### config.mk
export PLATFORM = sky130hd
export DESIGN_NAME = asp_serial_port
export DESIGN_NICKNAME = d
export VERILOG_FILES = /design/src/design/asp_pkg.sv /design/src/design/asp_serial_port.sv
export SDC_FILE = /design/constraint.sdc
export NUM_CORES = 1
export LEC_CHECK = 0
export BUFFER_PORTS_ARGS = -buffer_cell sky130_fd_sc_hd__clkbuf_2
export CORE_ASPECT_RATIO = 1.5
export CORE_UTILIZATION = 50
export DETAILED_ROUTE_END_ITERATION = 7
export GPL_TIMING_DRIVEN = 1
export HOLD_SLACK_MARGIN = 0.02
export PLACE_DENSITY = 0.72
export SYNTH_ARGS = -nofsm -noshare
export SYNTH_HDL_FRONTEND = slang
export SYNTH_SLANG_ARGS = --single-unit
### constraint.sdc
create_clock -name clk_sys -period 1.97 [get_ports clk_sys]
set_input_delay 0.0985 -clock clk_sys [delete_from_list [all_inputs] [get_ports clk_sys]]
set_output_delay 0.0985 -clock clk_sys [all_outputs]
set_load 0.02 [all_outputs]
### src/design/asp_pkg.sv
/*
  constants for the full-duplex asynchronous serial port: register addresses,
  control-register field positions, reset values and state encodings.
  assumes the host cpu decodes special-function addresses as 8-bit values.
*/
package asp_pkg;

    // ============================================================
    // register addresses on the special-function bus
    localparam logic [7:0] ASP_ADDR_CONTROL = 8'h98;
    localparam logic [7:0] ASP_ADDR_DATA    = 8'h99;

    // ============================================================
    // control register field positions
    localparam int ASP_BIT_FORMAT   = 7;
    localparam int ASP_BIT_UNUSED   = 6;
    localparam int ASP_BIT_MPFILTER = 5;
    localparam int ASP_BIT_RXEN     = 4;
    localparam int ASP_BIT_TX9      = 3;
    localparam int ASP_BIT_RX9      = 2;
    localparam int ASP_BIT_TXDONE   = 1;
    localparam int ASP_BIT_RXDONE   = 0;

    // ============================================================
    // reset values and fixed readings
    localparam logic [7:0] ASP_CONTROL_RESET = 8'h40;
    localparam logic [7:0] ASP_DATA_RESET    = 8'h00;
    localparam logic       ASP_UNUSED_READ   = 1'b1;
    localparam logic       ASP_LINE_IDLE     = 1'b1;
    localparam logic       ASP_START_LEVEL   = 1'b0;
    localparam logic [7:0] ASP_TIMER_MAX     = 8'hff;

    // ============================================================
    // frame shape
    localparam logic [2:0] ASP_LAST_DATA_BIT = 3'h7;
    localparam logic [2:0] ASP_BITCNT_RESET  = 3'h0;
    localparam int         ASP_BUF_DEPTH     = 2;
    localparam logic [1:0] ASP_BUF_FULL      = 2'h2;
    localparam logic [1:0] ASP_BUF_EMPTY     = 2'h0;

    // ============================================================
    // frame sequencer states, gray coded from idle to stop along the 9-bit path
    typedef enum logic [2:0] {
        ASP_IDLE  = 3'b000,
        ASP_START = 3'b001,
        ASP_DATA  = 3'b011,
        ASP_NINTH = 3'b010,
        ASP_STOP  = 3'b110
    } asp_state_type;

endpackage : asp_pkg

### src/design/asp_serial_port.sv
/*
  full-duplex asynchronous serial port with 8-bit and 9-bit frames,
  a control register and a shared transmit/receive data buffer location.
  assumes a cpu special-function bus (address, one-cycle read and write
  strobes), a timer clock tick and a transmit timer overflow pulse from the
  baud timer, both one cycle wide and synchronous to clk_sys.
*/
`timescale 1ns/1ps
`default_nettype none

module asp_serial_port
    import asp_pkg::*;
(
    input  wire logic       clk_sys,
    input  wire logic       nrst,
    input  wire logic       clk_en,
    input  wire logic [7:0] sfr_addr,
    input  wire logic       sfr_wr,
    input  wire logic       sfr_rd,
    input  wire logic [7:0] sfr_wdata,
    output var  logic [7:0] sfr_rdata,
    input  wire logic       baud_clk_tick,
    input  wire logic       tx_timer_overflow,
    input  wire logic [7:0] baud_timer_reload,
    input  wire logic       int_enable,
    output var  logic       int_request,
    output var  logic       tx_buffer_ready,
    input  wire logic       serial_in_pin,
    output var  logic       serial_out_pin
);

    // ============================================================
    // address decode
    function automatic logic addr_hit(input logic [7:0] a, input logic [7:0] target);
        addr_hit = (a == target);
    endfunction : addr_hit

    wire logic ctl_wr  = clk_en & sfr_wr & addr_hit(sfr_addr, ASP_ADDR_CONTROL);
    wire logic data_wr = clk_en & sfr_wr & addr_hit(sfr_addr, ASP_ADDR_DATA);

    // ============================================================
    // control register fields
    logic       frame_format_select;
    logic       multiproc_filter_enable;
    logic       receive_enable_bit;
    logic       transmit_ninth_bit;
    logic       received_ninth_bit;
    logic       transmit_done_flag;
    logic       receive_done_flag;
    logic [7:0] rx_latch;

    wire logic [7:0] control_view = {frame_format_select, ASP_UNUSED_READ,
                                     multiproc_filter_enable, receive_enable_bit,
                                     transmit_ninth_bit, received_ninth_bit,
                                     transmit_done_flag, receive_done_flag};

    // reads of the data location only ever see the receive latch
    wire logic [7:0] read_mux = addr_hit(sfr_addr, ASP_ADDR_CONTROL) ? control_view :
                                addr_hit(sfr_addr, ASP_ADDR_DATA)    ? rx_latch     :
                                8'h00;

    // ============================================================
    // two-entry transmit buffer between cpu writes and the shifter
    logic [7:0] txq_mem [ASP_BUF_DEPTH];
    logic       txq_wp;
    logic       txq_rp;
    logic [1:0] txq_cnt;
    logic       tx_pop;

    wire logic       txq_valid = (txq_cnt != ASP_BUF_EMPTY);
    wire logic       txq_push  = data_wr & (txq_cnt != ASP_BUF_FULL);
    wire logic [1:0] next_txq_cnt = (txq_push & ~tx_pop) ? txq_cnt + 2'h1 :
                                    (~txq_push & tx_pop) ? txq_cnt - 2'h1 : txq_cnt;

    // ============================================================
    // transmit bit timing: overflow halved
    logic          tx_half;
    asp_state_type tx_state;
    logic [2:0]    tx_bitcnt;
    logic [7:0]    tx_shift;

    wire logic tx_tick = clk_en & tx_timer_overflow & tx_half;
    assign tx_pop = tx_tick & (tx_state == ASP_IDLE) & txq_valid;

    wire logic tx_last_data = (tx_state == ASP_DATA) & (tx_bitcnt == ASP_LAST_DATA_BIT);
    // done is raised as the stop bit begins, in either frame format
    wire logic tx_done_set  = tx_tick & ((tx_last_data & ~frame_format_select) |
                                         (tx_state == ASP_NINTH));

    // ============================================================
    // receive timer copy and bit sampling
    logic          rx_prev;
    logic [7:0]    rx_timer;
    logic          rx_phase;
    asp_state_type rx_state;
    logic [2:0]    rx_bitcnt;
    logic [7:0]    rx_shift;
    logic          rx_ninth;

    // a falling edge on an idle receiver restarts the timer copy so the
    // frame is timed from its own start, not from the transmit timer
    wire logic rx_start_edge = (rx_state == ASP_IDLE) & receive_enable_bit &
                               rx_prev & ~serial_in_pin;
    wire logic rx_overflow   = baud_clk_tick & (rx_timer == ASP_TIMER_MAX);
    // first overflow after the edge is mid start bit, then every second one
    wire logic rx_sample     = clk_en & rx_overflow & ~rx_phase & (rx_state != ASP_IDLE);

    // ============================================================
    // receive load decision at the stop sample
    wire logic rx_at_stop  = rx_sample & (rx_state == ASP_STOP);
    wire logic rx_new_ninth = frame_format_select ? rx_ninth : serial_in_pin;
    // in 8-bit mode the filter checks the stop level, in 9-bit the ninth bit
    wire logic rx_filter_ok = ~multiproc_filter_enable | rx_new_ninth;
    // a pending flag means overrun: the new frame is dropped whole
    wire logic rx_load = rx_at_stop & ~receive_done_flag & rx_filter_ok;

    // set wins over a software clear in the same cycle
    wire logic next_tx_done = tx_done_set |
                              (ctl_wr ? sfr_wdata[ASP_BIT_TXDONE] : transmit_done_flag);
    wire logic next_rx_done = rx_load |
                              (ctl_wr ? sfr_wdata[ASP_BIT_RXDONE] : receive_done_flag);
    wire logic next_rx9     = rx_load ? rx_new_ninth :
                              (ctl_wr ? sfr_wdata[ASP_BIT_RX9] : received_ninth_bit);

    // ============================================================
    // control register
    always_ff @(posedge clk_sys or negedge nrst) begin
        if (!nrst) begin
            frame_format_select     <= ASP_CONTROL_RESET[ASP_BIT_FORMAT];
            multiproc_filter_enable <= ASP_CONTROL_RESET[ASP_BIT_MPFILTER];
            receive_enable_bit      <= ASP_CONTROL_RESET[ASP_BIT_RXEN];
            transmit_ninth_bit      <= ASP_CONTROL_RESET[ASP_BIT_TX9];
        end else if (ctl_wr) begin
            frame_format_select     <= sfr_wdata[ASP_BIT_FORMAT];
            multiproc_filter_enable <= sfr_wdata[ASP_BIT_MPFILTER];
            receive_enable_bit      <= sfr_wdata[ASP_BIT_RXEN];
            transmit_ninth_bit      <= sfr_wdata[ASP_BIT_TX9];
        end
    end

    always_ff @(posedge clk_sys or negedge nrst) begin
        if (!nrst) begin
            received_ninth_bit <= ASP_CONTROL_RESET[ASP_BIT_RX9];
            transmit_done_flag <= ASP_CONTROL_RESET[ASP_BIT_TXDONE];
            receive_done_flag  <= ASP_CONTROL_RESET[ASP_BIT_RXDONE];
            rx_latch           <= ASP_DATA_RESET;
        end else if (clk_en) begin
            received_ninth_bit <= next_rx9;
            transmit_done_flag <= next_tx_done;
            receive_done_flag  <= next_rx_done;
            if (rx_load) begin
                rx_latch <= rx_shift;
            end
        end
    end

    // ============================================================
    // bus read data and interrupt request
    always_ff @(posedge clk_sys or negedge nrst) begin
        if (!nrst) begin
            sfr_rdata   <= 8'h00;
            int_request <= 1'b0;
        end else if (clk_en) begin
            if (sfr_rd) begin
                sfr_rdata <= read_mux;
            end
            int_request <= int_enable & (next_tx_done | next_rx_done);
        end
    end

    // ============================================================
    // transmit buffer
    always_ff @(posedge clk_sys or negedge nrst) begin
        if (!nrst) begin
            txq_wp          <= 1'b0;
            txq_rp          <= 1'b0;
            txq_cnt         <= ASP_BUF_EMPTY;
            tx_buffer_ready <= 1'b1;
        end else if (clk_en) begin
            if (txq_push) begin
                txq_wp <= ~txq_wp;
            end
            if (tx_pop) begin
                txq_rp <= ~txq_rp;
            end
            txq_cnt         <= next_txq_cnt;
            tx_buffer_ready <= (next_txq_cnt != ASP_BUF_FULL);
        end
    end

    // storage only, no reset needed
    always_ff @(posedge clk_sys) begin
        if (txq_push) begin
            txq_mem[txq_wp] <= sfr_wdata;
        end
    end

    // ============================================================
    // transmitter
    always_ff @(posedge clk_sys or negedge nrst) begin
        if (!nrst) begin
            tx_half        <= 1'b0;
            tx_state       <= ASP_IDLE;
            tx_bitcnt      <= ASP_BITCNT_RESET;
            tx_shift       <= ASP_DATA_RESET;
            serial_out_pin <= ASP_LINE_IDLE;
        end else if (clk_en) begin
            if (tx_timer_overflow) begin
                tx_half <= ~tx_half;
            end
            if (tx_tick) begin
                unique case (tx_state)
                    ASP_IDLE: begin
                        if (txq_valid) begin
                            tx_shift       <= txq_mem[txq_rp];
                            serial_out_pin <= ASP_START_LEVEL;
                            tx_state       <= ASP_START;
                        end
                    end
                    ASP_START: begin
                        serial_out_pin <= tx_shift[0];
                        tx_shift       <= {1'b0, tx_shift[7:1]};
                        tx_bitcnt      <= ASP_BITCNT_RESET;
                        tx_state       <= ASP_DATA;
                    end
                    ASP_DATA: begin
                        if (tx_bitcnt == ASP_LAST_DATA_BIT) begin
                            if (frame_format_select) begin
                                serial_out_pin <= transmit_ninth_bit;
                                tx_state       <= ASP_NINTH;
                            end else begin
                                serial_out_pin <= ASP_LINE_IDLE;
                                tx_state       <= ASP_STOP;
                            end
                        end else begin
                            serial_out_pin <= tx_shift[0];
                            tx_shift       <= {1'b0, tx_shift[7:1]};
                            tx_bitcnt      <= tx_bitcnt + 3'h1;
                        end
                    end
                    ASP_NINTH: begin
                        serial_out_pin <= ASP_LINE_IDLE;
                        tx_state       <= ASP_STOP;
                    end
                    ASP_STOP: begin
                        tx_state <= ASP_IDLE;
                    end
                    default: begin
                        serial_out_pin <= ASP_LINE_IDLE;
                        tx_state       <= ASP_IDLE;
                    end
                endcase
            end
        end
    end

    // ============================================================
    // receive timer copy
    always_ff @(posedge clk_sys or negedge nrst) begin
        if (!nrst) begin
            rx_prev  <= ASP_LINE_IDLE;
            rx_timer <= 8'h00;
            rx_phase <= 1'b0;
        end else if (clk_en) begin
            rx_prev <= serial_in_pin;
            if (rx_start_edge) begin
                rx_timer <= baud_timer_reload;
                rx_phase <= 1'b0;
            end else if (baud_clk_tick) begin
                rx_timer <= rx_overflow ? baud_timer_reload : rx_timer + 8'h01;
                if (rx_overflow) begin
                    rx_phase <= ~rx_phase;
                end
            end
        end
    end

    // ============================================================
    // receiver
    always_ff @(posedge clk_sys or negedge nrst) begin
        if (!nrst) begin
            rx_state  <= ASP_IDLE;
            rx_bitcnt <= ASP_BITCNT_RESET;
            rx_shift  <= ASP_DATA_RESET;
            rx_ninth  <= 1'b0;
        end else if (clk_en) begin
            if (rx_start_edge) begin
                rx_state <= ASP_START;
            end else if (~receive_enable_bit) begin
                rx_state <= ASP_IDLE;
            end else if (rx_sample) begin
                unique case (rx_state)
                    ASP_START: begin
                        // a glitch that is high at mid start bit is no frame
                        rx_state  <= (serial_in_pin == ASP_START_LEVEL) ? ASP_DATA : ASP_IDLE;
                        rx_bitcnt <= ASP_BITCNT_RESET;
                    end
                    ASP_DATA: begin
                        rx_shift  <= {serial_in_pin, rx_shift[7:1]};
                        rx_bitcnt <= rx_bitcnt + 3'h1;
                        if (rx_bitcnt == ASP_LAST_DATA_BIT) begin
                            rx_state <= frame_format_select ? ASP_NINTH : ASP_STOP;
                        end
                    end
                    ASP_NINTH: begin
                        rx_ninth <= serial_in_pin;
                        rx_state <= ASP_STOP;
                    end
                    ASP_STOP: begin
                        rx_state <= ASP_IDLE;
                    end
                    default: begin
                        rx_state <= ASP_IDLE;
                    end
                endcase
            end
        end
    end

endmodule : asp_serial_port

`default_nettype wire

==> results.rst, run 1 <==
.. list-table::
   :header-rows: 1

   * - Metric
     - Value
   * - Highest attainable clock frequency
     - 515 MHz
   * - PortBufs
     - 43
   * - Die X
     - 75.6 um
   * - Startpoint type of the worst setup path
     - register
   * - Antenna violations before repair
     - 0
   * - Slew at the pin with the worst max-slew slack
     - 0.845 ns
   * - Met2 wire len
     - 4530 um
   * - Max-slew violation count
     - 0
   * - Global-route wire length before repair
     - 14400 um
   * - Detailed-route DRC error count
     - 0
   * - Post-Synthesis Mean Instance Area
     - 11.1 um^2
   * - Type of destination of the critical path
     - register
   * - Area growth from synthesis to layout
     - 25.7%
   * - Antenna Diode Count
     - 0
   * - Routed vias
     - 3107
   * - Cell taking the most area after synthesis
     - sky130_fd_sc_hd__dfrtp_1
   * - Global placement routability congestion
     - 0.856
   * - Critical setup path kind
     - register to register
   * - Drt initial violations
     - 151
   * - Setup repair after global routing missed its margin
     - yes
   * - H-tree lvl count
     - 3
   * - Uppermost signal routing layer after detailed routing
     - met4
   * - Nets
     - 495
   * - Clock sink total
     - 86
   * - Die Ht
     - 112 um
   * - Period minus WS final
     - 1.94 ns
   * - Synth Instances
     - 366
   * - Crit path cell chain
     - ha_2, nand4_1, nor4b_4, nand2_1, nor2_4, buf_12, mux2_4
   * - DIE AREA
     - 8490 um^2
   * - Post-Route Skew
     - 0.00784 ns
   * - Result of the run
     - completed
   * - Crit path max fanout
     - 7
   * - Total wirelength of the detailed-routed design
     - 8680 um
   * - Worst EP arrival
     - 2.16 ns
   * - Most used flip-flop cell after synthesis
     - sky130_fd_sc_hd__dfrtp_1
   * - Core region area
     - 7760 um^2
   * - Flip-flop and latch count after synthesis
     - 86
   * - First-pass detailed-route iteration total
     - 4
   * - GRT Resource Usage Total
     - 22.8%
   * - Relative slew slack
     - 43.4%
   * - Post-synth design cell area
     - 4060 um^2
   * - Clock Tree Buf Depth
     - 2
   * - Final hold slack
     - 0.0390 ns
   * - Met1 layer wirelength in the final routing
     - 3650 um
   * - CTS buffer count
     - 9
   * - Remaining global-route overflow
     - 0
   * - Effective utilization at floorplan
     - 52.3%
   * - HP Class
     - input pin to register
   * - Yosys warnings
     - 0
   * - Area fraction of the dominant cell type after synthesis
     - 41.3%
   * - Power density of the placed cells
     - 991 nW/um^2
   * - Number of global-route vias before repair
     - 3136
   * - Vias per inst
     - 5.53
   * - CP max-delay cell
     - sky130_fd_sc_hd__nor4b_4
   * - Number of hold-slack violations in the final timing report
     - 0
   * - Sequential-to-total area share from yosys stat
     - 55.1%
   * - Antenna Nets Post-Route
     - 0
   * - Cell chosen for the clock root
     - sky130_fd_sc_hd__clkbuf_16
   * - Required time at the endpoint of the critical path
     - 2.19 ns
   * - Maximum single-stage delay on the critical path
     - 0.40 ns
   * - I/O pins
     - 44
   * - Number of different library cells in the post-synthesis netlist
     - 56
   * - Count of filler cells inserted in the layout
     - 592
   * - DP Wirelength
     - 6210 um
   * - Pin count of the biggest net entering global routing
     - 71
   * - Detailed-route wire length per cell
     - 15.4 um
   * - Share of final-layout standard cells stronger than drive strength 1
     - 29.1%
   * - Async SR Flop Fraction
     - 81.4%
   * - Leakage Power
     - 2.36 nW
   * - MaxCap Viol Count
     - 0
   * - Post-synth net total
     - 406
   * - Clock network latency to the later pin of the worst-skew pair
     - 0.34 ns
   * - Synth area leaders
     - sky130_fd_sc_hd__dfrtp_1 41%, sky130_fd_sc_hd__edfxtp_1 12%, sky130_fd_sc_hd__mux2i_1 5.7%, sky130_fd_sc_hd__mux2_2 5.5%, sky130_fd_sc_hd__nand2_1 4.9%
   * - Detailed route wirelength on metal3
     - 273 um
   * - CTS clk-pin slew, worst paths
     - 0.07 ns
   * - Ratio of final minimum period to clock period
     - 98.6%
   * - Total setup violations reported at the end of the flow
     - 0
   * - Number of enable-type register cells in the synthesized netlist
     - 16
   * - Count of standard-cell rows
     - 39
   * - Clock tree from TritonCTS
     - done
   * - Total Neg Setup Slack
     - 0 ns
   * - Worst voltage drop across the vdd grid
     - 0.688 mV
repair_timing:
action | CTS | global route
setup endpoints to repair | 5 | 40
gates resized for setup | 2 | 9
gates cloned | 0 | 1
hold buffers | 12 | 0
pin swaps | 0 | 1
setup buffers | 0 | 4
endpoints found under the hold margin | 88 | 0
state kept, by name, summed over array words and instances (netlist names), 3 cells and up:
| register | count |
|---|---|
| rx_shift | 8 |
| rx_bitcnt | 3 |
| tx_shift | 8 |
| txq_mem | 16 |
| rx_state | 3 |
| sfr_rdata | 8 |
| tx_bitcnt | 3 |
| rx_latch | 8 |
| tx_state | 3 |
| rx_timer | 8 |
power by group:
group / internal (mW) / leakage (nW) / switching (mW)
registers: 2.09 / 1.06 / 0.280
clock network: 0.891 / 0.139 / 0.688
logic: 0.525 / 1.16 / 0.577
layer usage:
| layer | up-vias | global-route usage, % |
|---|---|---|
| li1 | 1505 | - |
| met1 | 1514 | 26.8 |
| met2 | 67 | 38.7 |
| met3 | 21 | 4.31 |
| met4 | 0 | 11.1 |
| met5 | - | 0 |
layout by cell type, fill, tap and decap left out, drive strengths merged, types with 7 or more instances in the layout:
cell type / instances
ha: 7
edfxtp: 16
buf: 36
nor2: 26
clkbuf: 53
mux2: 20
dlygate4sd3: 12
dfrtp: 67
inv: 8
mux2i: 23
o21ai: 32
nand2: 53
a21oi: 17
nand3: 8
final timing paths:
kind / from / endpoint / slack, ns / depth (start not counted)
min in group asynchronous: nrst / tx_bitcnt[2] / 0.30 / 3
hold reg to reg: sfr_rdata[6] / sfr_rdata[6] / 0.48 / 2
setup / recovery: rx_timer[0] / rx_shift[6] / 0.03 / 7
setup reg to reg: rx_timer[0] / rx_shift[6] / 0.03 / 7
max in group asynchronous: nrst / serial_out_pin / 1.34 / 3
hold / removal: int_enable / int_request / 0.04 / 3
worst max-delay path: cells and delay by family, from the launching register on:
| kind | cells | cell delay, ns |
|---|---|---|
| DFF | 1 | 0.36 |
| and+or+nand+nor | 4 | 0.86 |
| buffers and inverters | 1 | 0.14 |
| muxes | 1 | 0.29 |
| adders and majority gates | 1 | 0.18 |
cells in the mapped netlist (all sizes together) (3+ instances only):
cell type / count
dfrtp: 67
nand2: 53
o21ai: 32
nor2: 26
mux2i: 23
mux2: 20
a21oi: 17
edfxtp: 16
clkbuf: 8
inv: 8
nand3: 8
ha: 7
buf: 5
nor3: 5
o31ai: 5
xnor2: 5
nor2b: 4
a21o: 3
a22o: 3
a31oi: 3
dfstp: 3
nand2b: 3
nand4bb: 3
nor4b: 3
kinds of logic (layout without fill, tap and decap cells):
family	count (synthesis)	after routing	share of synthesized area, %
xor+xnor	5	5	1.08
buf+inv	21	114	2.19
mux	43	43	11.2
compound gates	83	83	12.8
fa+ha+maj	7	7	2.16
simple gates	121	122	15.5
flops	86	86	55.1
stage by stage:
step	util [%]	cell area, um^2	total power [mW]	worst slack [ns]	cells
after floorplan	-	4090	3.08	-0.108	366
after detailed placement	59.7	4640	3.45	-0.0574	529
final	65.8	5100	5.06	0.0269	562
after global placement	59.7	4640	3.39	0.0318	529
after global routing	65.8	5100	5.33	-0.0794	562
after CTS	65.0	5040	5.08	0.00514	557
area by class of cell:
type                            count  area [um^2]  area share (%)
Clock inverter                      5         36.3           0.711
Tap cell                          102          128            2.50
Clock buffer                       11          243            4.76
Sequential cell                    86         2240            43.8
Timing Repair Buffer               90          631            12.4
Inverter                            8         30.0           0.589
Multi-Input combinational cell    260         1800            35.2
Note: power is estimated with default switching activity, not from simulation.
==> run 2: changes to the inputs <==
- CORE_UTILIZATION: 50 -> 53
- PLACE_DENSITY: 0.72 -> 0.76
==> run 2 against run 1 <==
Effect of this change:
- critical path depth is 2 lower
- highest routed layer unchanged
- critical path type unchanged
- global-route usage grew 1.2 points
- hold slack improved by 0.0027 ns
- worst setup slack worse by 0.011 ns
==> results.rst, run 2 (synthesis results as in run 1) <==
.. list-table::
   :header-rows: 1

   * - Metric
     - Value
   * - Commonest cells after routing, fill and taps aside
     - 67 x sky130_fd_sc_hd__dfrtp_1, 52 x sky130_fd_sc_hd__nand2_1, 42 x sky130_fd_sc_hd__clkbuf_2, 32 x sky130_fd_sc_hd__buf_4, 29 x sky130_fd_sc_hd__o21ai_0
   * - Core region area
     - 7320 um^2 (-5.6%)
   * - Clock network latency to the later pin of the worst-skew pair
     - 0.36 ns (+0.02 ns)
   * - I/O pins
     - 44 (unchanged)
   * - Clock Tree Buf Depth
     - 2 (unchanged)
   * - Cell chosen for the clock root
     - sky130_fd_sc_hd__clkbuf_8
   * - Relative slew slack
     - 62.2% (+19 points)
   * - Clock tree from TritonCTS
     - done
   * - Ratio of final minimum period to clock period
     - 99.2% (+0.55 points)
   * - Pin count of the biggest net entering global routing
     - 29 (-59%)
   * - Internal portion of total power
     - 3.29 mW (-6.4%)
   * - Period minus WS final
     - 1.95 ns (+0.0107 ns)
   * - Number of hold-slack violations in the final timing report
     - 0 (unchanged)
   * - HP Class
     - input pin to register
   * - Routed vias
     - 3145 (+1.2%)
   * - H-tree lvl count
     - 3 (unchanged)
   * - Worst voltage drop across the vdd grid
     - 0.604 mV (-12%)
   * - Top register by number of flip-flops
     - txq_mem
   * - Count of filler cells inserted in the layout
     - 548 (-7.4%)
   * - Post-Route Skew
     - 0.00692 ns (-0.000913 ns)
   * - Vias per inst
     - 5.59 (+1.0%)
   * - Share of final-layout standard cells stronger than drive strength 1
     - 30.0% (+0.89 points)
   * - Power share of the sequential group
     - 49.7% (+2.7 points)
   * - Max-slew violation count
     - 0 (unchanged)
   * - MaxCap Viol Count
     - 0 (unchanged)
   * - Antenna Nets Post-Route
     - 0 (unchanged)
   * - Switching part of the total
     - 31.2% (+0.67 points)
   * - Remaining global-route overflow
     - 0 (unchanged)
   * - Count of standard-cell rows
     - 38 (-2.6%)
   * - Most common library cell in the layout ignoring fill and taps
     - sky130_fd_sc_hd__dfrtp_1
   * - CTS buffer count
     - 9 (unchanged)
   * - Startpoint type of the worst setup path
     - register
   * - Global-route wire length before repair
     - 14300 um (-0.43%)
   * - PortBufs
     - 43 (unchanged)
   * - Total buffers and inverters traversed by the critical path
     - 1 (unchanged)
   * - Multi-input gate area in the final layout
     - 1870 um^2 (+4.1%)
   * - PnR worst setup slack
     - 0.0162 ns (-0.0107 ns)
   * - Antenna violations before repair
     - 0 (unchanged)
   * - Worst EP arrival
     - 2.03 ns (-0.13 ns)
   * - Portion of total power attributed to combinational logic
     - 23.4% (+1.6 points)
   * - Slew at the pin with the worst max-slew slack
     - 0.567 ns (-0.277 ns)
   * - Global placement routability congestion
     - 0.835 (-2.5%)
   * - Largest register FFs
     - 16 (unchanged)
   * - NetSw
     - 1.49 mW (-3.4%)
   * - Detailed-route DRC error count
     - 0 (unchanged)
   * - Critical setup path kind
     - register to register
   * - Detailed-route wire length per cell
     - 15.7 um (+1.8%)
   * - Setup repair after global routing missed its margin
     - yes
   * - Type of destination of the critical path
     - register
   * - Total setup violations reported at the end of the flow
     - 0 (unchanged)
   * - Effective utilization at floorplan
     - 55.5% (+3.1 points)
   * - Clock sink total
     - 86 (unchanged)
   * - Leakage Power
     - 2.36 nW (-0.11%)
   * - Die X
     - 73.5 um (-2.8%)
   * - Final core utilization
     - 69.9% (+4.2 points)
   * - Required time at the endpoint of the critical path
     - 2.04 ns (-0.15 ns)
   * - DP Wirelength
     - 6260 um (+0.78%)
   * - Maximum single-stage delay on the critical path
     - 0.57 ns (+0.17 ns)
   * - Drt initial violations
     - 183 (+21%)
   * - First-pass detailed-route iteration total
     - 4 (unchanged)
   * - Area used by sequential logic in the layout
     - 2240 um^2 (about the same)
   * - GRT Resource Usage Total
     - 23.9% (+1.2 points)
   * - DP Worst Slack
     - -0.0605 ns (-0.00311 ns)
   * - CP max-delay cell
     - sky130_fd_sc_hd__or4_4
   * - Number of global-route vias before repair
     - 3118 (-0.57%)
   * - Antenna Diode Count
     - 0 (unchanged)
   * - Crit path cell chain
     - ha_2, nand2b_4, or4_4, nor2_1, buf_4
   * - CTS clk-pin slew, worst paths
     - 0.09 ns (+0.02 ns)
   * - Nets
     - 498 (+0.61%)
   * - DIE AREA
     - 8020 um^2 (-5.5%)
   * - Crit path max fanout
     - 8 (+1)
   * - Power density of the placed cells
     - 934 nW/um^2 (-5.8%)
   * - Result of the run
     - completed
   * - Highest attainable clock frequency
     - 512 MHz (-0.55%)
   * - Area growth from synthesis to layout
     - 26.1%
   * - CP delay by family, top
     - simple AND/OR/NAND/NOR gates
   * - Clock Power Share
     - 26.9% (-4.3 points)
   * - Total wirelength of the detailed-routed design
     - 8850 um (+2.0%)
   * - Die Ht
     - 109 um (-2.8%)
==> run 2: layout make-up <==
type                       instances  share of cell area (%)
inverter                           8                   0.587
timing repair buffer              93                    12.6
tap                              100                    2.44
clock inverter                     4                    1.08
multi-input combinational        260                    36.6
clock buffer                      12                    3.03
sequential                        86                    43.7
==> run 2: power groups by stage <==
stage,Clock (mW),Combinational (mW),Sequential (mW)
global placement,0,0.995,2.38
CTS,1.31,1.07,2.37
detailed placement,0,1.04,2.40
finish,1.29,1.12,2.38
floorplan,0,0.771,2.31
global route,1.40,1.26,2.42
==> run 2: repair_timing <==
| action | in CTS | in global routing |
|---|---|---|
| gates cloned | 0 | 1 |
| endpoints found under the hold margin | 42 | 0 |
| buffers inserted | 0 | 4 |
| hold buffers | 16 | 0 |
| setup endpoints to repair | 20 | 43 |
| pin swaps | 0 | 4 |
| resized for setup | 4 | 19 |
==> run 2: worst paths after layout <==
kind / from / cells past startpoint / end / slack (ns)
min in group asynchronous: nrst / 2 / txq_cnt[0] / 0.20
min: baud_timer_reload[5] / 3 / rx_timer[5] / 0.04
max in group asynchronous: nrst / 3 / sfr_rdata[5] / 1.06
max reg2reg: txq_cnt[1] / 5 / txq_mem[1][6] / 0.02
max: txq_cnt[1] / 5 / txq_mem[1][6] / 0.02
min reg2reg: sfr_rdata[5] / 2 / sfr_rdata[5] / 0.49
==> run 2: metrics by stage <==
step / hold WS, ns / power [mW] / setup TNS [ns] / area, um^2 / std cells
after floorplan: -0.197 / 3.08 / -2.28 / 4090 / 366
after global placement: 0.0598 / 3.38 / 0 / 4610 / 526
after detailed placement: 0.0645 / 3.44 / -0.527 / 4610 / 526
after CTS: 0.0233 / 4.74 / 0 / 4990 / 558
after global routing: 0.0404 / 5.07 / -0.573 / 5120 / 563
final: 0.0417 / 4.78 / 0 / 5120 / 563
==> run 2: worst register-to-register path, cell delays in order, from the launching register on <==
cell and delay, ns:
sky130_fd_sc_hd__dfrtp_1 0.44, sky130_fd_sc_hd__ha_2 0.22, sky130_fd_sc_hd__nand2b_4 0.14, sky130_fd_sc_hd__or4_4 0.57
sky130_fd_sc_hd__nor2_1 0.13, sky130_fd_sc_hd__buf_4 0.17
==> run 2: per-layer routing <==
metal	wire [um]	track usage, %	vias to the layer above
met2	4770	43.2	74
li1	-	-	1512
met1	3580	27.1	1550
met5	0	0	-
met3	372	5.36	9
met4	136	8.93	0
==> run 3: changes to the inputs <==
- CELL_PAD_IN_SITES_DETAIL_PLACEMENT: default -> 1
- CELL_PAD_IN_SITES_GLOBAL_PLACEMENT: default -> 1
- CORE_UTILIZATION: 53 -> 42
- PLACE_DENSITY: 0.76 -> default
- PLACE_DENSITY_LB_ADDON: default -> 0.1
==> run 3 against run 2 <==
Effect of this change:
- critical path depth is 2 higher
- sequential share of layout area is 0.69 points lower
- sequential power hardly changed
- sequential cell count stayed put
- routed wire length is 16% higher
- hold slack better by 0.013 ns
- clock skew is 0.0015 ns lower
- cell count is 2.7% higher
==> results.rst, run 3 (synthesis results as in run 1) <==
.. list-table::
   :header-rows: 1

   * - Metric
     - Value
   * - Routed vias
     - 3202 (+1.8%)
   * - Total wirelength of the detailed-routed design
     - 10300 um (+16%)
   * - Total buffers and inverters traversed by the critical path
     - 1 (unchanged)
   * - Clock Power Share
     - 31.2% (+4.3 points)
   * - CP max-delay cell
     - sky130_fd_sc_hd__dfrtp_1
   * - CP delay by family, top
     - simple AND/OR/NAND/NOR gates
   * - Die X
     - 82.3 um (+12%)
   * - Power density of the placed cells
     - 979 nW/um^2 (+4.9%)
   * - DIE AREA
     - 10100 um^2 (+26%)
   * - Ratio of final minimum period to clock period
     - 99.1% (-0.12 points)
   * - Highest attainable clock frequency
     - 512 MHz (+0.12%)
   * - Slew at the pin with the worst max-slew slack
     - 0.585 ns (+0.0178 ns)
   * - Most common library cell in the layout ignoring fill and taps
     - sky130_fd_sc_hd__dfrtp_1
   * - Antenna Diode Count
     - 0 (unchanged)
   * - Share of final-layout standard cells stronger than drive strength 1
     - 30.7% (+0.67 points)
   * - Portion of total power attributed to combinational logic
     - 22.2% (-1.2 points)
   * - Clock tree from TritonCTS
     - done
   * - Antenna Nets Post-Route
     - 0 (unchanged)
   * - I/O pins
     - 44 (unchanged)
   * - H-tree lvl count
     - 3 (unchanged)
   * - Largest register FFs
     - 16 (unchanged)
   * - Top register by number of flip-flops
     - txq_mem
   * - Period minus WS final
     - 1.95 ns (-0.00235 ns)
   * - Crit path max fanout
     - 7 (-1)
   * - MaxCap Viol Count
     - 0 (unchanged)
   * - DP Wirelength
     - 7500 um (+20%)
   * - Total instance count after detailed placement
     - 541 (+2.9%)
   * - Detailed-route DRC error count
     - 0 (unchanged)
   * - Final core utilization
     - 55.9% (-14 points)
   * - Detailed-route wire length per cell
     - 17.7 um (+13%)
   * - Post-Route Skew
     - 0.00546 ns (-0.00147 ns)
   * - Commonest cells after routing, fill and taps aside
     - 66 x sky130_fd_sc_hd__dfrtp_1, 52 x sky130_fd_sc_hd__nand2_1, 42 x sky130_fd_sc_hd__clkbuf_2, 35 x sky130_fd_sc_hd__buf_4, 29 x sky130_fd_sc_hd__o21ai_0
   * - First-pass detailed-route iteration total
     - 4 (unchanged)
   * - Final Cell Area
     - 5200 um^2 (+1.7%)
   * - Nets
     - 501 (+0.60%)
   * - Vias per inst
     - 5.54 (-0.83%)
   * - Internal portion of total power
     - 3.48 mW (+5.8%)
   * - Setup repair after global routing missed its margin
     - yes
   * - Crit path cell chain
     - ha_2, nand4_1, nor4b_4, nand2_1, nor2_4, buf_12, mux2_4
   * - Count of filler cells inserted in the layout
     - 1010 (+84%)
   * - Type of destination of the critical path
     - register
   * - Post-place instance area
     - 4660 um^2 (+1.1%)
   * - Clock Tree Buf Depth
     - 2 (unchanged)
   * - Relative slew slack
     - 61.0% (-1.2 points)
   * - Antenna violations before repair
     - 0 (unchanged)
   * - Clock sink total
     - 86 (unchanged)
   * - Core region area
     - 9310 um^2 (+27%)
   * - CTS buffer count
     - 9 (unchanged)
   * - CTS clk-pin slew, worst paths
     - 0.06 ns (-0.03 ns)
   * - Required time at the endpoint of the critical path
     - 2.19 ns (+0.15 ns)
   * - NetSw
     - 1.62 mW (+8.5%)
   * - Total Neg Setup Slack
     - 0 ns (unchanged)
   * - HP Class
     - input pin to register
   * - Critical setup path kind
     - register to register
   * - Global placement routability congestion
     - 0.825 (-1.1%)
   * - Switching part of the total
     - 31.8% (+0.56 points)
   * - Area growth from synthesis to layout
     - 28.2%
   * - Total setup violations reported at the end of the flow
     - 0 (unchanged)
   * - Die Ht
     - 122 um (+12%)
   * - Max-slew violation count
     - 0 (unchanged)
   * - Worst voltage drop across the vdd grid
     - 0.721 mV (+19%)
   * - Leakage Power
     - 2.41 nW (+2.2%)
   * - Global-route wire length before repair
     - 16700 um (+16%)
   * - Power share of the sequential group
     - 46.7% (-3.0 points)
   * - Remaining global-route overflow
     - 0 (unchanged)
   * - Result of the run
     - completed
   * - Non-filler cells, final
     - 578 (+2.7%)
   * - PortBufs
     - 43 (unchanged)
   * - Number of global-route vias before repair
     - 3384 (+8.5%)
   * - Cell chosen for the clock root
     - sky130_fd_sc_hd__clkbuf_16
   * - Effective utilization at floorplan
     - 43.6% (-12 points)
   * - Pin count of the biggest net entering global routing
     - 32 (+10%)
   * - Number of hold-slack violations in the final timing report
     - 0 (unchanged)
   * - Maximum single-stage delay on the critical path
     - 0.36 ns (-0.21 ns)
   * - Clock network latency to the later pin of the worst-skew pair
     - 0.34 ns (-0.02 ns)
   * - GRT Resource Usage Total
     - 22.5% (-1.4 points)
   * - Count of standard-cell rows
     - 43 (+13%)
   * - Drt initial violations
     - 126 (-31%)
   * - Startpoint type of the worst setup path
     - register
   * - Worst EP arrival
     - 2.17 ns (+0.14 ns)
run 3: cell types whose count changed in the layout (fill, tap and decap cells not counted), sizes merged, moves of 2 or more:
cell / before / now
clkbuf: 54 / 51
inv: 8 / 10
dlygate4sd3: 16 / 12
buf: 35 / 43
run 3: routing by layer:
layer	global-route usage, %	routed length (um)
met5	0	0
met4	10.9	278
met1	24.7	4010
met3	3.12	205
met2	41.2	5760
run 3: path summary, 6_finish.rpt:
| kind | startpoint | slack (ns) | end | cells past startpoint |
|---|---|---|---|---|
| max reg2reg | rx_timer[1] | 0.02 | rx_shift[6] | 7 |
| min reg2reg | tx_buffer_ready | 0.49 | tx_buffer_ready | 2 |
| min | tx_timer_overflow | 0.05 | tx_half | 3 |
| min in group asynchronous | nrst | 0.24 | tx_bitcnt[0] | 2 |
| max | rx_timer[1] | 0.02 | rx_shift[6] | 7 |
| max in group asynchronous | nrst | 0.95 | rx_shift[5] | 3 |
run 3: area by class of cell:
cell class,instances,area (um^2),share of cell area [%]
sequential,86,2240,43.0
clock buffer,9,225,4.33
multi-input combinational,259,1820,35.0
timing repair buffer,97,703,13.5
inverter,8,30.0,0.577
tap,112,140,2.69
clock inverter,7,48.8,0.938
run 3: worst reg2reg max path, stage by stage (launching register included):
cell and delay (ns):
sky130_fd_sc_hd__dfrtp_1 0.36, sky130_fd_sc_hd__ha_2 0.19, sky130_fd_sc_hd__nand4_1 0.22, sky130_fd_sc_hd__nor4b_4 0.35, sky130_fd_sc_hd__nand2_1 0.12, sky130_fd_sc_hd__nor2_4 0.15, sky130_fd_sc_hd__buf_12 0.15, sky130_fd_sc_hd__mux2_4 0.30
run 3: timing repair:
action	in CTS	in global routing
gates resized for setup	3	20
pin swaps	1	2
setup endpoints to repair	18	42
hold endpoints to repair	35	0
gates cloned	0	1
hold buffers	12	0
setup buffers	3	5
run 3: metrics by stage:
step	setup WS (ns)	power, mW	hold WS (ns)
after floorplan	-0.108	3.08	-0.197
after global placement	0.00136	3.43	0.0809
final	0.0185	5.10	0.0549
after detailed placement	-0.105	3.50	0.0860
after CTS	0.0143	5.12	0.0488
after global routing	-0.0834	5.37	0.0775
run 3: power groups by stage:
stage               combinational (mW)  clock, mW  sequential [mW]
floorplan                        0.771          0             2.31
finish                            1.13       1.59             2.38
global route                      1.27       1.67             2.43
global placement                  1.03          0             2.40
detailed placement                1.09          0             2.42
CTS                               1.12       1.61             2.39
